### src/rtl/gpx_pkg.sv
// Package with register map, field layouts and types of the GPIO port.
package gpx_pkg;

  // ----------------------------------------
  // Register map (byte addresses, one word each)
  // ----------------------------------------
  localparam logic [3:0] OFF_DATA = 4'h0; // Pin data latch, reads pin levels.
  localparam logic [3:0] OFF_DIR = 4'h4; // Direction bits.
  localparam logic [3:0] OFF_OPT = 4'h8; // Option bits.
  localparam logic [3:0] OFF_SENS = 4'hc; // Interrupt sensitivity.
  localparam logic [7:0] RST_BYTE = 8'h00; // Reset value of port registers.
  localparam logic [1:0] RST_SENS = 2'h0; // Reset sensitivity.
  localparam int NPINS = 8; // Pins per port.

  // ----------------------------------------
  // Sensitivity encodings
  // ----------------------------------------
  localparam logic [1:0] SENS_FALL_LOW = 2'h0;
  localparam logic [1:0] SENS_RISE = 2'h1;
  localparam logic [1:0] SENS_FALL = 2'h2;
  localparam logic [1:0] SENS_BOTH = 2'h3;

  // Bus slave state, one-hot.
  typedef enum logic [1:0] {
    BUS_IDLE = 2'b01,
    BUS_ACK = 2'b10
  } gpx_bus_t;

  // Whole state of the port.
  typedef struct packed {
    gpx_bus_t bus;
    logic [7:0] latch;
    logic [7:0] dir;
    logic [7:0] opt;
    logic [1:0] sens;
    logic [7:0] sync1;
    logic [7:0] sync2;
    logic edge_prev;
    logic irq_req;
    logic [31:0] rdata;
    logic [7:0] pin_out;
    logic [7:0] pin_oe;
    logic [7:0] ana_sel;
  } gpx_state_t;

endpackage

### src/rtl/gpx_port.sv
// Eight-pin GPIO port with external interrupt, alternate functions and analog path.
`timescale 1ns/100ps

// Summary of operation
// RULE1 - Eight pins, each input or output.
// RULE2 - Register bit X controls pin X.
// RULE3 - Direction clear: input, read returns pin.
// RULE4 - Data writes always update the latch.
// RULE5 - Software writes latch before enabling output.
// RULE6 - Direction set drives latch; read returns pin.
// RULE7 - Option selects push-pull or open drain.
// RULE8 - Input option selects interrupt capability.
// RULE9 - Software uses byte writes on open drain.
// RULE10 - Interrupt pins raise one shared request.
// RULE11 - Separate register holds interrupt sensitivity.
// RULE12 - Enabled pin levels ANDed before edge detect.
// RULE13 - Disabled pins feed one into detector.
// RULE14 - Software picks safe sensitivity around changes.
// RULE15 - Hidden request latch cleared on vector fetch.
// RULE16 - Peripheral function overrides port setup.
// RULE17 - Peripheral drive forces pin output mode.
// RULE18 - Peripheral inputs configured input; level readable.
// RULE19 - Software avoids peripherals on interrupt inputs.
// RULE20 - Analog input uses floating input, mux routes.
// RULE21 - Direction and option bit encodings.
// RULE22 - Port registers reset to zero.
// RULE23 - Pin inputs pass two synchroniser flops.
// RULE24 - Two-bit sensitivity encoding.
module gpx_port
  import gpx_pkg::*;
#(
  parameter int WIDTH = NPINS
)
(
  // Clock and reset.
  input wire logic REF_CLK,
  input wire logic SYS_RST,
  // Avalon-MM slave.
  input wire logic [3:0] AVS_ADDRESS,
  input wire logic AVS_READ,
  input wire logic AVS_WRITE,
  input wire logic [31:0] AVS_WRITEDATA,
  input wire logic [3:0] AVS_BYTEENABLE,
  output logic [31:0] AVS_READDATA,
  output logic AVS_WAITREQUEST,
  // Port pins.
  input wire logic [WIDTH-1:0] PIN_IN,
  output logic [WIDTH-1:0] PIN_OUT,
  output logic [WIDTH-1:0] PIN_OE,
  // On-chip peripheral alternate functions.
  input wire logic [WIDTH-1:0] ALT_EN,
  input wire logic [WIDTH-1:0] ALT_OUT,
  input wire logic [WIDTH-1:0] ALT_PUSHPULL,
  output logic [WIDTH-1:0] ALT_IN,
  // Converter multiplexer.
  input wire logic [WIDTH-1:0] ANA_REQ,
  output logic [WIDTH-1:0] ANA_SEL,
  // Interrupt request towards the CPU.
  input wire logic VECTOR_FETCH,
  output logic EXTERNAL_IRQ_LINE
);

  // ----------------------------------------
  // State
  // ----------------------------------------
  gpx_state_t st; // Registered state.
  gpx_state_t next_st; // Next state.
  logic [7:0] irq_en; // Pins configured as input with interrupt.
  logic [7:0] wmask; // Byte-lane mask for the low byte.
  logic combined; // AND of enabled pin levels.
  logic rise; // Rising edge on the combined line.
  logic fall; // Falling edge on the combined line.
  logic qualify; // Interrupt event this cycle.
  logic [7:0] drive_val; // Value the pad would carry when driven.
  logic [7:0] drive_oe; // Pad enable.

  // Interrupt capable pins: input, option set, no peripheral claim.
  assign irq_en = ~st.dir & st.opt & ~ALT_EN; // RULE8 RULE21
  assign wmask = {8{AVS_BYTEENABLE[0]}};
  // Disabled pins read as one so they never mask the others.
  assign combined = &(st.sync2 | ~irq_en); // RULE12 RULE13
  assign rise = combined & ~st.edge_prev;
  assign fall = ~combined & st.edge_prev;

  // ----------------------------------------
  // Sensitivity decode
  // ----------------------------------------
  // The low-level mode repeats while the line stays low, so a held key keeps requesting.
  always_comb
  begin
    case (st.sens) // RULE11 RULE24
      SENS_FALL_LOW: qualify = fall | ~combined;
      SENS_RISE: qualify = rise;
      SENS_FALL: qualify = fall;
      SENS_BOTH: qualify = rise | fall;
      default: qualify = 1'b0;
    endcase
  end

  // ----------------------------------------
  // Pad drive
  // ----------------------------------------
  // Peripheral claim wins over the port programming for every pin.
  // Every pin is handled alone, so one pin's mode never leaks into another.
  // The pad value is registered one cycle later, which keeps the outputs glitch free
  // at the cost of one cycle of latency after a register write.
  always_comb
  begin
    drive_val = 8'h00;
    drive_oe = 8'h00;
    for (int i = 0; i < WIDTH; i++) // RULE1
    begin
      if (ALT_EN[i])
      begin
        // Peripheral forces output, with its own drive type.
        drive_val[i] = ALT_OUT[i]; // RULE16 RULE17
        drive_oe[i] = ALT_PUSHPULL[i] | ~ALT_OUT[i]; // RULE17
      end
      else if (st.dir[i])
      begin
        // Zero always pulls low; one drives high only in push-pull.
        drive_val[i] = st.latch[i]; // RULE6 RULE2
        drive_oe[i] = st.opt[i] | ~st.latch[i]; // RULE7 RULE21
      end
      else
      begin
        // Input: latch is kept but never reaches the pad.
        drive_val[i] = 1'b0; // RULE3 RULE4
        drive_oe[i] = 1'b0;
      end
    end
  end

  // ----------------------------------------
  // Next state
  // ----------------------------------------
  always_comb
  begin
    next_st = st;
    // Everything that is not touched below keeps its value.
    // Two-stage synchroniser; only the second stage is used.
    // The first stage may go metastable, so nothing else may look at it.
    next_st.sync1 = PIN_IN; // RULE23
    next_st.sync2 = st.sync1; // RULE23
    next_st.edge_prev = combined;
    next_st.pin_out = drive_val;
    next_st.pin_oe = drive_oe;
    // Analog path: only a floating input with no claim is routed to the converter.
    next_st.ana_sel = ANA_REQ & ~st.dir & ~st.opt & ~ALT_EN; // RULE20
    // Request latch: a new event wins over the fetch clear.
    // Losing an event that coincides with a fetch would drop a key press silently.
    if (qualify)
    begin
      next_st.irq_req = 1'b1; // RULE10
    end
    else if (VECTOR_FETCH)
    begin
      next_st.irq_req = 1'b0; // RULE15
    end
    case (st.bus)
      BUS_IDLE:
      begin
        if (AVS_WRITE)
        begin
          next_st.bus = BUS_ACK;
          case (AVS_ADDRESS)
            OFF_DATA: next_st.latch = (st.latch & ~wmask) | (AVS_WRITEDATA[7:0] & wmask); // RULE4
            OFF_DIR: next_st.dir = (st.dir & ~wmask) | (AVS_WRITEDATA[7:0] & wmask);
            OFF_OPT: next_st.opt = (st.opt & ~wmask) | (AVS_WRITEDATA[7:0] & wmask);
            OFF_SENS:
            begin
              if (AVS_BYTEENABLE[0])
              begin
                next_st.sens = AVS_WRITEDATA[1:0];
              end
            end
            default: next_st.bus = BUS_ACK;
          endcase
        end
        else if (AVS_READ)
        begin
          next_st.bus = BUS_ACK;
          case (AVS_ADDRESS)
            // Data reads show the pin level, not the latch.
            OFF_DATA: next_st.rdata = {24'h000000, st.sync2}; // RULE3 RULE6 RULE18
            OFF_DIR: next_st.rdata = {24'h000000, st.dir};
            OFF_OPT: next_st.rdata = {24'h000000, st.opt};
            OFF_SENS: next_st.rdata = {30'h0, st.sens};
            default: next_st.rdata = 32'h00000000;
          endcase
        end
      end
      BUS_ACK:
      begin
        next_st.bus = BUS_IDLE;
      end
      default:
      begin
        next_st.bus = BUS_IDLE;
      end
    endcase
  end

  // ----------------------------------------
  // State register
  // ----------------------------------------
  always_ff @(posedge REF_CLK)
  begin
    if (SYS_RST)
    begin
      st.bus <= BUS_IDLE;
      st.latch <= RST_BYTE; // RULE22
      st.dir <= RST_BYTE; // RULE22
      st.opt <= RST_BYTE; // RULE22
      st.sens <= RST_SENS;
      st.sync1 <= 8'hff;
      st.sync2 <= 8'hff;
      st.edge_prev <= 1'b1;
      st.irq_req <= 1'b0;
      st.rdata <= 32'h00000000;
      st.pin_out <= 8'h00;
      st.pin_oe <= 8'h00;
      st.ana_sel <= 8'h00;
    end
    else
    begin
      st <= next_st;
    end
  end

  // ----------------------------------------
  // Outputs
  // ----------------------------------------
  // Waitrequest is high except in the single acknowledge cycle.
  assign AVS_WAITREQUEST = ~(st.bus == BUS_ACK);
  assign AVS_READDATA = st.rdata;
  assign PIN_OUT = st.pin_out;
  assign PIN_OE = st.pin_oe;
  // Peripheral inputs see the synchronised pin level.
  assign ALT_IN = st.sync2; // RULE18
  assign ANA_SEL = st.ana_sel;
  assign EXTERNAL_IRQ_LINE = st.irq_req;
endmodule

### config.mk
export PLATFORM = sky130hd
export DESIGN_NAME = gpx_port
export DESIGN_NICKNAME = d
export VERILOG_FILES = /design/src/rtl/gpx_pkg.sv /design/src/rtl/gpx_port.sv
export SDC_FILE = /design/constraint.sdc
export NUM_CORES = 1
export LEC_CHECK = 0
export BUFFER_PORTS_ARGS = -buffer_cell sky130_fd_sc_hd__buf_2
export CORE_AREA = 2 2 107 109
export CTS_BUF_LIST = sky130_fd_sc_hd__clkbuf_8
export DETAILED_ROUTE_END_ITERATION = 8
export DIE_AREA = 0 0 109 111
export SLEW_MARGIN = 10
export SYNTH_ARGS = -nofsm -noshare
export SYNTH_HDL_FRONTEND = slang
export SYNTH_SLANG_ARGS = --single-unit
### constraint.sdc
create_clock -name REF_CLK -period 2.3 [get_ports REF_CLK]
set_input_delay 0.46 -clock REF_CLK [delete_from_list [all_inputs] [get_ports REF_CLK]]
set_output_delay 0.46 -clock REF_CLK [all_outputs]
set_load 0.03 [all_outputs]
# Word level (Yosys, flattened, before mapping)
# Index checks and enable logic that the tools add are counted.
[totals]
out_inout_bits = 66
register_bits = 102
mem_bits_ro = 0
memories = 0
latch_bits = 0
mem_bits_rw = 0
[classes]
n_mux = 38
n_reduce_logical = 11
multipliers = 0
n_eq_ne = 8
addsub = 0
n_shift = 0
order_cmp = 0
div_mod_pow = 0
n_bitwise = 59
[op_table]
columns = ["cell", "n"]
rows = [
  ["8-bit AND", 9],
  ["8-bit inverter", 5],
  ["1-bit two-way mux", 34],
  ["8-bit bitwise OR", 4],
  ["8-bit case mux with 4 select lines", 1],
  ["1-bit inverter", 21],
  ["1-bit bitwise OR", 18],
  ["3-bit AND reduction", 4],
  ["4-bit equality test (second input constant)", 2],
  ["8-bit AND reduction", 1],
  ["2-bit equality test (second input constant)", 3],
  ["2-bit by 1-bit equality test with 1-bit output (second input constant)", 2],
  ["4-bit by 3-bit equality test with 1-bit output (second input constant)", 1],
  ["4-bit logical NOT", 1],
  ["2-bit two-way mux", 2],
  ["1-bit case mux with 4 select lines", 1],
  ["4-bit AND reduction", 1],
  ["2-bit nonzero test", 2],
  ["1-bit AND", 2],
  ["2-bit logical NOT", 1],
  ["2-bit OR reduction", 1],
]

# Logic depth before layout (Yosys ltp)
[logic_depth]
depth_word = 11
mapped_depth = 6
mapped_depth_nobuf = 6

# Worst setup path after synthesis
# No wires, ideal clock.
[synth_path]
kind = "input to register"
from = "input port AVS_ADDRESS[1]"
to = "register (tool-made name)"
slack_ns = 0.609
cell_stages = 5
n_path_buf = 1
required_ns = 2.172
arrival_ns = 1.563
setup_ns = 0.128
path_cell_list = "or2_1 -> or4_1 -> buf_2 -> mux2i_1 -> nor2_1"
[synth_rtl]
columns = ["element", "line_no", "rtl"]
rows = [
  ["start, declared", "gpx_port.sv:39", "input wire logic [3:0] AVS_ADDRESS,"],
]

==> metrics.txt <==
max-slew violations 0; initial antenna violation count 0; synth warn 0; final worst path period need 1.65 ns; Max Fclk between 600 and 700 MHz; worst skew pair latency 0.35 ns; most frequent cells in the layout 99 x buf_2, 78 x dfxtp_1, 61 x nor2_1, 33 x mux2i_1, 24 x conb_1; Ports between 150 and 200; VDD IR-drop max approximately 0.0002 V; Avg Vias per Cell approximately 4.5; routability cong. 0.734; CP arrival roughly 1.9 ns; crit path capture type flip-flop; die footprint between 10,000 and 15,000 um2; hold_sp PIN_IN[5]; Filler cells about 1,200; hold buffer count at CTS 0; Req. time, crit path approximately 2.5 ns; final-report hold violation count 0; DR iter-0 viols 77; TritonCTS clock tree done; Final Util 0.367; Detailed Routing Iterations Pass 1 4; most common cell after layout, fill and taps aside buf_2; HP Class in -> reg; Crit Path Class reg -> reg; Post-Synthesis Cell Area ~3600 um2; largest net degree at the start of global routing between 70 and 80; RSZ-0062 raised after global routing no; Cell variety after synth 37; Max transition margin 0.492; Mapped Cells slightly below 400; Setup Fix Bufs, Post-CTS 0; CP max stage cell nor4_1; Final Non-Filler Cells between 500 and 600; DP Area roughly 3900 um2; via count of the first global-routing pass roughly 2,500; # rows 39; GRT Util Overall 0.136; Die X about 110 um; clk root buf clkbuf_8; first-pass GRT wire length around 12,000 um; Starting Density 0.321; status finished, final reports clean; CP max FO 6; Final nets 538; final hold slack 0.282 ns; drc violations 0; leak pwr 1.84 nW; hold depth 2; clk sinks roughly 80; Post-DP HPWL approximately 5700 um; Die Height 111 um; Seq/Total Area, Yosys 0.440; TritonCTS Buffers 9; final wirelength 8080 um; crit path cell chain nor4b_1 > nor4_1 > nand3_1 > nor3b_1; max cap viols 0; Fin Setup TNS 0 ns; max incr delay on CP roughly 0.65 ns; reg2reg path depth 4; Cells after DPL 582; antenna cells 0; Post-Syn Area per Cell a little over 9 um2; post-DR wirelength/cell 13.5 um; Resized Gates After CTS 0; core area around 11,000 um2; area grow syn2layout 14.5%; Final Setup Violations 0; crit start category flip-flop; post-route cell area ~4100 um2; layout cells sized above 1 0.316; Clock Skew ~0.009 ns; remaining global-route overflow 0; slew at the pin closest to its max-slew limit about 0.75 ns; Detail Route Antenna Nets 0; PortBufs 99; H-tree levels 3; CTS Buffer Depth 2; Worst-path clk slew ~0.090 ns; FF+latch count, synth 78; Power per Cell Area about 690 nW/um2; final period utilization 0.718; routed vias between 2,000 and 3,000
==> cell usage after synthesis, drive strengths merged <==
master	number	share of area
a311oi	8	0.020
nand2	16	0.017
ha	3	0.011
a21o	1	0.0021
or4	1	0.0021
nand4bb	1	0.0032
clkbuf	10	0.011
o21a	1	0.0021
mux4	2	0.013
nand4	1	0.0018
mux2i	33	0.093
nor2	61	0.064
nor3b	1	0.0021
buf	68	0.14
o21ai	1	0.0014
o2bb2ai	6	0.015
nor4b	8	0.020
and3	1	0.0018
nor4	3	0.0095
or3	1	0.0018
a22oi	8	0.017
and4b	1	0.0028
nand3	1	0.0014
nor3	8	0.011
dfxtp	78	0.44
conb	1	0.0011
nor2b	2	0.0035
nand2b	11	0.019
a21oi	18	0.025
or2	17	0.030
inv	12	0.013
nand4b	1	0.0025
==> final timing paths <==
check / endpoint / slack, ns
worst min-delay path: next_st[63]$_SDFF_PP1_ / 0.28
worst max-delay path: EXTERNAL_IRQ_LINE$_SDFFE_PP0P_ / 0.65
worst max register to register: EXTERNAL_IRQ_LINE$_SDFFE_PP0P_ / 0.65
worst min register to register: ALT_IN[7]$_SDFF_PP1_ / 0.41
==> power by group <==
part           switching (mW)  internal (mW)  total, mW
logic                   0.216          0.108      0.324
registers              0.0166           1.39       1.41
clock network           0.503          0.561       1.06
total                   0.735           2.06       2.79
==> metal layers <==
layer,track usage,part of all wire,wire length [um],up-vias
met5,0,0,0,-
met4,0.0487,0.014,115,0
met3,0.0506,0.086,693,10
met2,0.209,0.45,3650,102
met1,0.173,0.45,3620,1214
li1,-,-,-,1342
==> through the flow <==
stage               total power [mW]  setup slack (ns)
floorplan                       1.71             0.609
global placement                1.76             0.429
detailed placement              1.76             0.372
CTS                             2.85             0.648
global route                    2.94             0.522
finish                          2.79             0.649
==> kinds of logic (layout without fill, tap and decap cells) <==
logic type | after synthesis | in the layout | share of synthesized area
simple gates | 135 | 135 | 0.194
buf+inv | 90 | 137 | 0.167
fa+ha+maj | 3 | 3 | 0.0106
other cells | 1 | 24 | 0.00106
compound gates | 43 | 43 | 0.0824
mux | 35 | 35 | 0.106
flops | 78 | 78 | 0.440
==> worst max-delay path, delay by kind of cell (launching register included) <==
kind | cells | cell delay, ns
flip-flops | 1 | 0.45
AND/OR/NAND/NOR | 4 | 1.10
==> area by class of cell <==
| cell class | count | area (um2) | share of cell area |
|---|---|---|---|
| clock buffers | 11 | 151 | 0.0372 |
| clock inverters | 5 | 58.8 | 0.0145 |
| inverters | 12 | 47.5 | 0.0117 |
| multi-input cells | 240 | 1490 | 0.365 |
| flip-flops and latches | 78 | 1560 | 0.384 |
| well taps | 143 | 179 | 0.0440 |
| repair buffers | 109 | 583 | 0.143 |
Note: power is estimated with default switching activity, not from simulation.
